File: config.mk
export PLATFORM = sky130hd
export DESIGN_NAME = clock_modulation
export DESIGN_NICKNAME = d
export VERILOG_FILES = /design/src/rtl/clk_mod_pkg.sv /design/src/rtl/pin_sync3.sv /design/src/rtl/stop_slot_gen.sv /design/src/rtl/clock_modulation.sv
export SDC_FILE = /design/constraint.sdc
export NUM_CORES = 1
export LEC_CHECK = 0
export BUFFER_PORTS_ARGS = -buffer_cell sky130_fd_sc_hd__buf_2
export CORE_AREA = 2 2 96 98
export CTS_CLUSTER_DIAMETER = 80
export DETAILED_ROUTE_END_ITERATION = 8
export DIE_AREA = 0 0 98 100
export PLACE_DENSITY = 0.82
export SYNTH_ARGS = -nofsm -noshare
export SYNTH_HDL_FRONTEND = slang
export SYNTH_HIERARCHICAL = 1
export SYNTH_SLANG_ARGS = --single-unit
File: constraint.sdc
create_clock -name clk_sys -period 2.16 [get_ports clk_sys]
set_input_delay 0.216 -clock clk_sys [delete_from_list [all_inputs] [get_ports clk_sys]]
set_output_delay 0.216 -clock clk_sys [all_outputs]
set_load 0.005 [all_outputs]
File: src/rtl/clk_mod_pkg.sv
// Shared constants for on-demand clock modulation and thermal status
package clk_mod_pkg;
  // Register select codes on the model-specific register port
  localparam logic SEL_MOD_CTRL = 1'b0;
  localparam logic SEL_THERM_STATUS = 1'b1;
  // Modulation control register fields
  localparam int MOD_EXT_BIT = 0;
  localparam int MOD_DUTY_LO = 1;
  localparam int MOD_DUTY_HI = 3;
  localparam int MOD_EN_BIT = 4;
  localparam logic [4:0] MOD_CTRL_RESET = 5'h02;
  localparam logic [3:0] DEFAULT_CODE4 = 4'h2;
  // Thermal status register fields
  localparam int TS_HOT_BIT = 0;
  localparam int TS_HOT_LOG_BIT = 1;
  localparam int TS_AGENT_BIT = 2;
  localparam int TS_CRIT_BIT = 4;
  localparam int TS_READ_LO = 16;
  localparam int TS_READ_HI = 22;
  localparam logic TS_HOT_LOG_RESET = 1'b0;
  localparam logic [6:0] TS_READ_RESET = 7'h00;
  // Capability bits
  localparam int CAP_THERM_REGS_BIT = 22;
  localparam int CAP_AUTO_TM_BIT = 29;
  localparam int CAP6_SENSOR_BIT = 0;
  localparam int CAP6_EXT_BIT = 5;
  // Modulation period
  localparam int MOD_SLOTS = 16;
  localparam logic [3:0] SLOT_RESET = 4'h0;
endpackage

File: src/rtl/pin_sync3.sv
// Three-stage pin synchroniser with agreement filter
`timescale 1ns/100ps
module pin_sync3 #(
  parameter int WIDTH = 3
) (
  input wire logic clk_sys,
  input wire logic rst_n,
  input wire logic [WIDTH-1:0] pin_in,
  output logic [WIDTH-1:0] level_out
);
  logic [WIDTH-1:0] s1_r;
  logic [WIDTH-1:0] s2_r;
  logic [WIDTH-1:0] s3_r;

  // Shift chain; first stage feeds only the second
  always_ff @(posedge clk_sys or negedge rst_n)
  begin
    if (!rst_n)
    begin
      s1_r <= '0;
      s2_r <= '0;
      s3_r <= '0;
    end
    else
    begin
      s1_r <= pin_in;
      s2_r <= s1_r;
      s3_r <= s2_r;
    end
  end

  // Accept a change once stages two and three agree
  always_ff @(posedge clk_sys or negedge rst_n)
  begin
    if (!rst_n)
      level_out <= '0;
    else
      for (int i = 0; i < WIDTH; i++)
        if (s2_r[i] == s3_r[i])
          level_out[i] <= s3_r[i];
  end
endmodule

File: src/rtl/stop_slot_gen.sv
// Slot counter that turns a duty code into a stop-clock request
`timescale 1ns/100ps
module stop_slot_gen
  import clk_mod_pkg::*;
(
  input wire logic clk_sys,
  input wire logic rst_n,
  input wire logic active,
  input wire logic [3:0] stop_slots,
  output logic stop_req
);
  logic [3:0] slot_r;

  // Free-running period of MOD_SLOTS slots
  always_ff @(posedge clk_sys or negedge rst_n)
  begin
    if (!rst_n)
      slot_r <= SLOT_RESET;
    else if (slot_r == 4'(MOD_SLOTS - 1))
      slot_r <= SLOT_RESET;
    else
      slot_r <= slot_r + 4'h1;
  end

  // Stop for the first stop_slots slots of each period
  always_ff @(posedge clk_sys or negedge rst_n)
  begin
    if (!rst_n)
      stop_req <= 1'b0;
    else
      stop_req <= active && (slot_r < stop_slots);
  end
endmodule

File: src/rtl/clock_modulation.sv
// On-demand clock modulation, thermal status and capability reporting
`timescale 1ns/100ps
module clock_modulation
  import clk_mod_pkg::*;
#(
  parameter int NUM_LP = 2,
  parameter bit EXT_PRESENT = 1'b1,
  parameter bit SENSOR_PRESENT = 1'b1,
  parameter logic [3:0] NUM_THRESH = 4'h2,
  localparam int LPW = (NUM_LP > 1) ? $clog2(NUM_LP) : 1
) (
  input wire logic clk_sys,
  input wire logic rst_n,
  // Model-specific register port
  input wire logic msr_wr,
  input wire logic msr_rd,
  input wire logic msr_sel,
  input wire logic [LPW-1:0] msr_lp,
  input wire logic [63:0] msr_wdata,
  output logic [63:0] msr_rdata,
  output logic msr_ack,
  // Thermal monitor one
  input wire logic tm1_enable,
  input wire logic [3:0] tm1_duty,
  // Sensor and platform pins
  input wire logic sensor_hot_pin,
  input wire logic agent_hot_pin,
  input wire logic crit_temp_pin,
  input wire logic [6:0] sensor_readout,
  // Internal stop-clock request
  output logic stop_clk_req,
  // Capability reporting
  output logic [31:0] cap_feature_flags,
  output logic [31:0] cap_leaf6_eax,
  output logic [31:0] cap_leaf6_ebx
);
  ////////////////////////////////////////////////////////////////////////////
  // Declarations
  // Register copies and status state
  logic [4:0] mod_r [NUM_LP];
  logic hot_log_r;
  logic [6:0] readout_r;

  // Synchronised pin levels
  logic [2:0] pin_level;
  logic hot_lvl;
  logic agent_lvl;
  logic crit_lvl;

  // Modulation selection
  logic sw_active;
  logic [3:0] sw_code;
  logic tm1_hot;
  logic mod_active_r;
  logic mod_active_nxt;
  logic [3:0] mod_code_r;
  logic [3:0] mod_code_nxt;
  logic stop_raw;

  // Register port decode and read path
  logic ctrl_wr;
  logic log_clr;
  logic lp_ok;
  logic [63:0] status_word;
  logic [63:0] rdata_nxt;

  // Pin levels in the order they enter the synchroniser
  assign hot_lvl = pin_level[0];
  assign agent_lvl = pin_level[1];
  assign crit_lvl = pin_level[2];
  assign lp_ok = (int'(msr_lp) < NUM_LP);

  // Write strobes; a control write to an absent processor copy does nothing
  assign ctrl_wr = msr_wr && (msr_sel == SEL_MOD_CTRL) && lp_ok;
  assign log_clr = msr_wr && (msr_sel == SEL_THERM_STATUS) && !msr_wdata[TS_HOT_LOG_BIT];

  // Thermal monitor one claims the clock while it is enabled and hot
  assign tm1_hot = tm1_enable && hot_lvl;

  // Stop-slot count from one control register
  // Without the extension bit 0 reads as zero, so a 3-bit code counts double
  function automatic logic [3:0] code_of(input logic [4:0] v);
    logic [3:0] c;
    c = {v[MOD_DUTY_HI:MOD_DUTY_LO], EXT_PRESENT ? v[MOD_EXT_BIT] : 1'b0};
    if (c == 4'h0)
      c = DEFAULT_CODE4;
    return c;
  endfunction

  ////////////////////////////////////////////////////////////////////////////
  // Pin synchronisers; these pins come from outside this clock, so each
  // passes four flops and a change counts once two stages agree
  pin_sync3 #(
    .WIDTH(3)
  ) u_pin_sync (
    .clk_sys(clk_sys),
    .rst_n(rst_n),
    .pin_in({crit_temp_pin, agent_hot_pin, sensor_hot_pin}),
    .level_out(pin_level)
  );

  ////////////////////////////////////////////////////////////////////////////
  // Per logical processor control registers
  // Each logical processor owns one copy; the index picks which one
  always_ff @(posedge clk_sys or negedge rst_n)
  begin
    if (!rst_n)
    begin
      for (int i = 0; i < NUM_LP; i++)
        mod_r[i] <= MOD_CTRL_RESET;
    end
    else if (ctrl_wr)
    begin
      for (int i = 0; i < NUM_LP; i++)
        if (int'(msr_lp) == i)
        begin
          mod_r[i][MOD_EN_BIT] <= msr_wdata[MOD_EN_BIT];
          mod_r[i][MOD_DUTY_HI:MOD_DUTY_LO] <= msr_wdata[MOD_DUTY_HI:MOD_DUTY_LO];
          // Reserved without the extension; stays zero
          mod_r[i][MOD_EXT_BIT] <= EXT_PRESENT ? msr_wdata[MOD_EXT_BIT] : 1'b0;
        end
    end
  end

  ////////////////////////////////////////////////////////////////////////////
  // Thermal status log and readout
  // A hot event in the cycle of a clear wins, so no event goes unlogged
  always_ff @(posedge clk_sys or negedge rst_n)
  begin
    if (!rst_n)
      hot_log_r <= TS_HOT_LOG_RESET;
    else if (hot_lvl)
      hot_log_r <= 1'b1; // set wins over clear
    else if (log_clr)
      hot_log_r <= 1'b0;
  end

  // Readout is relative to the activation point, so never above it
  // The readout comes from logic on this clock and needs no synchroniser
  always_ff @(posedge clk_sys or negedge rst_n)
  begin
    if (!rst_n)
      readout_r <= TS_READ_RESET;
    else
      readout_r <= sensor_readout;
  end

  // Status word assembly; unlisted bits read zero
  // Bits 3, 5 to 15 and those above the readout are not kept here
  always_comb
  begin
    status_word = '0;
    status_word[TS_HOT_BIT] = hot_lvl;
    status_word[TS_HOT_LOG_BIT] = hot_log_r;
    status_word[TS_AGENT_BIT] = agent_lvl;
    status_word[TS_CRIT_BIT] = crit_lvl;
    status_word[TS_READ_HI:TS_READ_LO] = readout_r;
  end

  ////////////////////////////////////////////////////////////////////////////
  // Register read port
  // A read of an absent processor copy returns zero
  always_comb
  begin
    rdata_nxt = '0;
    if (msr_sel == SEL_THERM_STATUS)
      rdata_nxt = status_word;
    else
    begin
      for (int i = 0; i < NUM_LP; i++)
        if (int'(msr_lp) == i)
          rdata_nxt[4:0] = mod_r[i];
    end
  end

  // Acknowledge one cycle after every request, out-of-range index included,
  // so that software never waits on an answer that will not come
  always_ff @(posedge clk_sys or negedge rst_n)
  begin
    if (!rst_n)
      msr_ack <= 1'b0;
    else
      msr_ack <= msr_wr | msr_rd;
  end

  // Read data with the acknowledge, held until the next read
  always_ff @(posedge clk_sys or negedge rst_n)
  begin
    if (!rst_n)
      msr_rdata <= '0;
    else if (msr_rd)
      msr_rdata <= rdata_nxt;
  end

  ////////////////////////////////////////////////////////////////////////////
  // Merge of logical processors: highest duty among enabled copies
  // Copies with the enable clear are left out; software is expected to
  // enable every copy, so this matters only while it is being set up
  always_comb
  begin
    sw_active = 1'b0;
    sw_code = 4'h0;
    for (int i = 0; i < NUM_LP; i++)
      if (mod_r[i][MOD_EN_BIT])
      begin
        sw_active = 1'b1;
        if (code_of(mod_r[i]) > sw_code)
          sw_code = code_of(mod_r[i]);
      end
  end

  // Thermal monitor takes precedence while hot
  // Its duty is used as given, so a duty of zero stops nothing
  always_comb
  begin
    if (tm1_hot)
    begin
      mod_active_nxt = 1'b1;
      mod_code_nxt = tm1_duty;
    end
    else
    begin
      mod_active_nxt = sw_active;
      mod_code_nxt = sw_code;
    end
  end

  // Registered selection
  // One stage keeps the merge off the compare path; the cycle it costs
  // is far below one modulation period
  always_ff @(posedge clk_sys or negedge rst_n)
  begin
    if (!rst_n)
    begin
      mod_active_r <= 1'b0;
      mod_code_r <= 4'h0;
    end
    else
    begin
      mod_active_r <= mod_active_nxt;
      mod_code_r <= mod_code_nxt;
    end
  end

  ////////////////////////////////////////////////////////////////////////////
  // Slot generator and internal stop-clock output
  // The counter runs freely, so a new duty starts at the next slot and
  // the period in which it changes may stop once for a mixed count
  stop_slot_gen u_slots (
    .clk_sys(clk_sys),
    .rst_n(rst_n),
    .active(mod_active_r),
    .stop_slots(mod_code_r),
    .stop_req(stop_raw)
  );

  // Internal stop-clock only; the external stop pin is not involved
  // The extra flop delays the gate request one cycle; the compare is already registered in stop_slot_gen
  always_ff @(posedge clk_sys or negedge rst_n)
  begin
    if (!rst_n)
      stop_clk_req <= 1'b0;
    else
      stop_clk_req <= stop_raw;
  end

  ////////////////////////////////////////////////////////////////////////////
  // Feature flags, constant after reset: thermal registers and monitor present
  always_ff @(posedge clk_sys or negedge rst_n)
  begin
    if (!rst_n)
      cap_feature_flags <= '0;
    else
    begin
      cap_feature_flags <= '0;
      cap_feature_flags[CAP_THERM_REGS_BIT] <= 1'b1;
      cap_feature_flags[CAP_AUTO_TM_BIT] <= 1'b1;
    end
  end

  // Power leaf, first word: sensor and four-bit extension support
  always_ff @(posedge clk_sys or negedge rst_n)
  begin
    if (!rst_n)
      cap_leaf6_eax <= '0;
    else
    begin
      cap_leaf6_eax <= '0;
      cap_leaf6_eax[CAP6_SENSOR_BIT] <= SENSOR_PRESENT;
      cap_leaf6_eax[CAP6_EXT_BIT] <= EXT_PRESENT;
    end
  end

  // Power leaf, second word: usable thresholds, zero without a sensor
  always_ff @(posedge clk_sys or negedge rst_n)
  begin
    if (!rst_n)
      cap_leaf6_ebx <= '0;
    else
    begin
      cap_leaf6_ebx <= '0;
      cap_leaf6_ebx[3:0] <= SENSOR_PRESENT ? NUM_THRESH : 4'h0;
    end
  end
endmodule

==> results_dict.tcl, run 1 <==
set metrics [dict create \
    cts_setup_buffers 0 \
    critical_path_class "flip-flop to flip-flop" \
    slew_headroom 0.610 \
    powerDensity_mw_per_mm2 737 \
    gp_congestion 0.809 \
    dieArea_sq_mm 0.00980 \
    fin_worst_skew_ps 16.7 \
    arrival_ps 2200 \
    cts_tree "built" \
    yosys.cell_types.count 34 \
    ant_nets 0 \
    path_cells "nor3_2 > o21ai_2 > ha_1 > nor2b_4 > o211ai_2 > a21oi_4 > mux2i_1 > mux2_4" \
    wl_per_cell_um 9.52 \
    nets 462 \
    synth_top_family_by_area "buffers and inverters" \
    vias 1798 \
    grt_pass1_wl_um 7320 \
    end_kind "flip-flop" \
    r2r_setup_slack_ps 140 \
    die_x_um 98 \
    syn2layout_area_growth_pct -1.43 \
    synth_compound_area_frac 0.0534 \
    async_flop_share 1.00 \
    clock_sinks 55 \
    ys.flop_type "dfrtp_1" \
    maxCapViolations 0 \
    mostFrequentLayoutCells "144 x conb_1, 53 x dfrtp_1, 44 x buf_2, 14 x inv_1, 12 x o21ai_1" \
    worstMarginPinSlew_ps 584 \
    cts_buffer_depth 2 \
    synth_xor_xnor_area_share 0.00263 \
    reg2reg_from "mod_r[7]$_DFFE_PN0P_" \
    wl_um 4580 \
    min_to "u_pin_sync/s1_r[0]$_DFF_PN0_" \
    irDropWorstVdd_uv 534 \
    synth_edf_count 0 \
    hold-path-cell-count 1 \
    path_delay_family "flip-flops" \
    crit_cells 8 \
    path_buf_inv 0 \
    hold_path_class "input pin to flip-flop" \
    syn-cell-area_sq_mm 0.00333 \
    final_util 0.369 \
    dp_hpwl_um 3620 \
    grt.total_usage 0.0896 \
    numPortBuffers 44 \
    clk_latency_ps 310 \
    avgSynthCellArea_sq_um 10.3 \
    setup_viol 0 \
    start_kind "flip-flop" \
    initial_utilization 0.374 \
    drcViolationCount 0 \
    post-route-period-util 0.933 \
    synth.area.mux_share 0.0763 \
    synthAdderAreaFrac 0.0402 \
    drv_slew 0 \
    io_pins 247 \
    drive_gt1_frac 0.186 \
    ff2ff_path_depth 8 \
    grt_pass1_vias 1586 \
    r2r_end "mod_code_r[1]$_DFF_PN0_" \
    cp_max_fo 6 \
    cts_buffers 5 \
    coreArea_sq_mm 0.00889 \
    final_common_cell "conb_1" \
    rows 35 \
    min_period_ps 2020 \
    n_antenna_cell 0 \
    crit_path_top_delay_cell "dfrtp_1" \
    synth_seq_cells 55 \
    drt_iter0_drc 71 \
    hold_viol_final 0 \
    synth-seq-area-share 0.414 \
    rsz0062_at_grt "false" \
    yosysWarningCount 6 \
    synth-simple-area-share 0.0545 \
    dr.pass1.iters 4 \
    slowest_delay_ps 430 \
    synthCells 324 \
    cp.required_ps 2340 \
    status "completed" \
    gr-total-overflow 0 \
    fin_setup_tns_ps 0 \
    leakage_uw 0.00175 \
    grt_max_degree 30 \
    worstHoldStart "sensor_hot_pin" \
    path_clk_slew_ps 90 \
    max_freq_mhz 496 \
    antenna_found_initial 0 \
    htree_levels 2 \
    die_y_um 100 \
    viasPerCell 3.74 \
    clockRootBuffer "clkbuf_8" \
]
[metal layers]
layer  wire (um)  global-route usage  vias up
met3         422              0.0223        4
met5           0                   0        -
met4          31              0.0256        0
met1        1820               0.112      851
met2        2310               0.155      109
li1            -                   -      834
[metrics by stage]
step	hold slack, ps	total power, uW	cell area [sq um]	instances	setup slack [ps]
after floorplan	-79.6	1780	3860	466	334
after global placement	237	1720	3110	468	244
after global routing	1.10	2570	3280	481	8.54
after detailed placement	252	1750	3110	468	186
after CTS	0.406	2420	3250	479	156
final	13.4	2420	3280	481	144
[worst register-to-register path: stages (launching register included)]
cell	delay, ps
dfrtp_1	430
nor3_2	210
o21ai_2	90
ha_1	310
nor2b_4	140
o211ai_2	100
a21oi_4	240
mux2i_1	120
mux2_4	260
[registers in the layout (all words and copies together), names as in the netlist, 3 cells and up]
name / count
mod_code_r: 4
readout_r: 7
u_pin_sync/s2_r: 3
u_pin_sync/s1_r: 3
u_pin_sync/level_out: 3
u_pin_sync/s3_r: 3
u_slots/slot_r: 4
mod_r: 10
msr_rdata: 12
[Yosys cell counts (3+ instances only)]
cell type,instances,area (sq um)
maj3_2,3,33.8
mux2_1,10,113
dfrtp_1,53,1330
nand3_1,8,40.0
nand2_1,10,37.5
inv_1,14,52.6
a21oi_1,4,20.0
ha_1,8,100
clkbuf_1,4,15.0
mux2i_1,7,70.1
buf_2,3,15.0
nor2_1,6,22.5
o21ai_1,13,65.1
o21ai_0,3,15.0
mux2_2,5,56.3
nor3_1,3,15.0
buf_4,147,1100
[final cells by class]
type,instances,area (sq um)
fill,857,5610
clock buffer,6,72.6
sequential,55,1380
clock inverter,2,37.5
timing repair buffer,50,290
inverter,14,52.6
multi-input combinational,243,1310
tap,111,139
[power by group]
group          internal (uW)  total [uW]  switching, uW  leakage, uW
clock                    346         666            320    0.0000514
combinational            230         504            275      0.00104
sequential              1160        1250           83.4     0.000655
total                   1740        2420            678      0.00175
[logic make-up after synthesis]
family	after synthesis
buffers and inverters	168
flip-flops	55
AND/OR/NAND/NOR	36
AO/OA/AOI/OAI	28
multiplexers	23
adder cells (fa/ha/maj)	11
other	2
XOR/XNOR	1
[worst max path at each step]
stage                     slack, ps                 start                       to
after floorplan                 330  mod_r[5]$_DFFE_PN0P_  mod_code_r[1]$_DFF_PN0_
after global placement          240  mod_r[5]$_DFFE_PN0P_  mod_code_r[1]$_DFF_PN0_
after detailed placement        190  mod_r[5]$_DFFE_PN0P_  mod_code_r[1]$_DFF_PN0_
after CTS                       160  mod_r[8]$_DFFE_PN0P_  mod_code_r[1]$_DFF_PN0_
after global routing              9  mod_r[7]$_DFFE_PN0P_  mod_code_r[1]$_DFF_PN0_
final                           140  mod_r[7]$_DFFE_PN0P_  mod_code_r[1]$_DFF_PN0_
[repair_timing]
item	in CTS	in global routing
endpoints found under the hold margin	28	2
hold buffers	3	2
endpoints found under the setup margin	0	1
gates resized for setup	0	3
Power figures use the tool's default switching activity.
==> run 2, diff against run 1 <==
- RECOVER_POWER: unset -> 100
==> run 2 against run 1 <==
Maximum frequency about the same. Sequential power about the same. First-iteration DRC count increased by 4.2%. Via count is 0.17% higher. Critical path depth is the same. Sequential share of layout area rose by 0.34 points. Register-to-register slack is essentially flat. Die area stayed put. Total power is 0.40% lower. Global-route usage unchanged. Clock skew shrank 2.7 ps. Critical path type unchanged. Critical endpoint unchanged.
==> results_dict.tcl, run 2 (synthesis results as in run 1) <==
set metrics [dict create \
    status "completed" \
    grt_most_used_layer "met2" \
    leakage_uw 0.00170 \
    power_frac_seq 0.518 \
    maxCapViolations 0 \
    cts_buffers 5 \
    start_kind "flip-flop" \
    htree_levels 2 \
    crit_cells 8 \
    grt_pass1_wl_um 7320 \
    dr.pass1.iters 4 \
    hold_path_class "input pin to flip-flop" \
    nets 462 \
    largest_register_ffs 12 \
    regMostFlops "msr_rdata" \
    drv_slew 0 \
    coreArea_sq_mm 0.00889 \
    io_pins 247 \
    comb_power_share 0.204 \
    wl_per_cell_um 9.57 \
    worstMarginPinSlew_ps 1410 \
    dieArea_sq_mm 0.00980 \
    antenna_found_initial 0 \
    slowest_delay_ps 430 \
    powerDensity_mw_per_mm2 740 \
    path_buf_inv 0 \
    gr-total-overflow 0 \
    fill_cells 864 \
    met2_usage 0.155 \
    end_kind "flip-flop" \
    drcViolationCount 0 \
    drt_iter0_drc 74 \
    grt_pass1_vias 1586 \
    rows 35 \
    reg.largest.list "msr_rdata x12, mod_r x10, readout_r x7" \
    fin_setup_tns_ps 0 \
    wl_um 4600 \
    critical_path_class "flip-flop to flip-flop" \
    mostFrequentLayoutCells "144 x conb_1, 53 x dfrtp_1, 30 x buf_2, 15 x clkbuf_1" \
    gp_congestion 0.809 \
    fin_worst_skew_ps 14.0 \
    dp_hpwl_um 3620 \
    clockRootBuffer "clkbuf_8" \
    post-route-period-util 0.932 \
    multiInputGateArea_sq_mm 0.00130 \
    holdWs_ps 12.9 \
    min_period_ps 2010 \
    max_freq_mhz 497 \
    path_cells "nor3_2 > o21ai_2 > ha_1 > nor2b_4 > o211ai_2 > a21oi_4 > mux2i_1 > mux2_4" \
    cts_setup_buffers 0 \
    clkPwrFrac 0.278 \
    power.switching_uw 679 \
    numPortBuffers 44 \
    grt.total_usage 0.0896 \
    sw_frac_of_total 0.282 \
    die_x_um 98 \
    cts_tree "built" \
    hold-path-cell-count 1 \
    cp.required_ps 2350 \
    n_antenna_cell 0 \
    cp_max_fo 6 \
    grt_use_met1 0.112 \
    clk_latency_ps 310 \
    drive_gt1_frac 0.138 \
    r2r_setup_slack_ps 150 \
    hold_viol_final 0 \
    ant_nets 0 \
    crit_path_top_delay_cell "dfrtp_1" \
    arrival_ps 2200 \
    grtUsageMet3 0.0223 \
    initial_utilization 0.374 \
    ff_latch_area_sq_mm 0.00138 \
    setup_viol 0 \
    clock_sinks 55 \
    ff2ff_path_depth 8 \
    irDropWorstVdd_uv 527 \
    fin_total_pwr_uw 2410 \
    syn2layout_area_growth_pct -2.22 \
    viasPerCell 3.74 \
    die_y_um 100 \
    path_delay_family "flip-flops" \
    slew_headroom 0.0617 \
    path_clk_slew_ps 90 \
    vias 1801 \
    final_common_cell "conb_1" \
    rsz0062_at_grt "false" \
    grt_max_degree 30 \
    cts_buffer_depth 2 \
    p_int_uw 1730 \
]
==> run 2: worst register-to-register path, cell delays in order, from the launching register on <==
cell,delay (ps)
dfrtp_1,430
nor3_2,210
o21ai_2,90
ha_1,310
nor2b_4,140
o211ai_2,100
a21oi_4,240
mux2i_1,120
mux2_4,260
==> run 2: through the flow <==
| step | area (sq um) | util | instances | setup slack (ps) |
|---|---|---|---|---|
| detailed placement | 3110 | 0.349 | 468 | 186 |
| floorplan | 3860 | - | 466 | 334 |
| global placement | 3110 | 0.349 | 468 | 244 |
| finish | 3250 | 0.366 | 481 | 146 |
| CTS | 3250 | 0.365 | 479 | 156 |
| global route | 3250 | 0.366 | 481 | 8.54 |
==> run 2: what timing repair did <==
action                                 CTS  global route
setup endpoints to repair                0             1
endpoints found under the hold margin   28             2
hold buffers                             3             2
resized for setup                        0             3
==> run 2: final cells by class <==
cell class,instances,area share
multi-input combinational,243,0.400
timing repair buffer,50,0.0838
tap,111,0.0427
clock buffer,6,0.0223
sequential,55,0.424
inverter,14,0.0161
clock inverter,2,0.0115
==> run 2: final timing paths <==
kind / startpoint / end
worst max-delay path: mod_r[7]$_DFFE_PN0P_ / mod_code_r[1]$_DFF_PN0_
worst min-delay path: sensor_hot_pin / u_pin_sync/s1_r[0]$_DFF_PN0_
worst max register to register: mod_r[7]$_DFFE_PN0P_ / mod_code_r[1]$_DFF_PN0_
worst min register to register: u_slots/stop_req$_DFF_PN0_ / stop_clk_req$_DFF_PN0_
max in group asynchronous: rst_n / mod_r[6]$_DFFE_PN1P_
min in group asynchronous: rst_n / readout_r[3]$_DFF_PN0_
==> run 2: per-layer routing <==
layer / wire length, um / vias to the layer above
met2: 2320 / 106
met3: 402 / 4
met5: 0 / -
met4: 31 / 0
met1: 1850 / 856
li1: - / 835
==> run 2: power groups by stage <==
stage	clock, uW	combinational, uW	sequential [uW]
2_1_floorplan	0	536	1250
3_3_place_gp	0	464	1260
3_5_place_dp	0	486	1260
4_1_cts	689	491	1240
5_1_grt	725	564	1270
6_report	669	491	1250
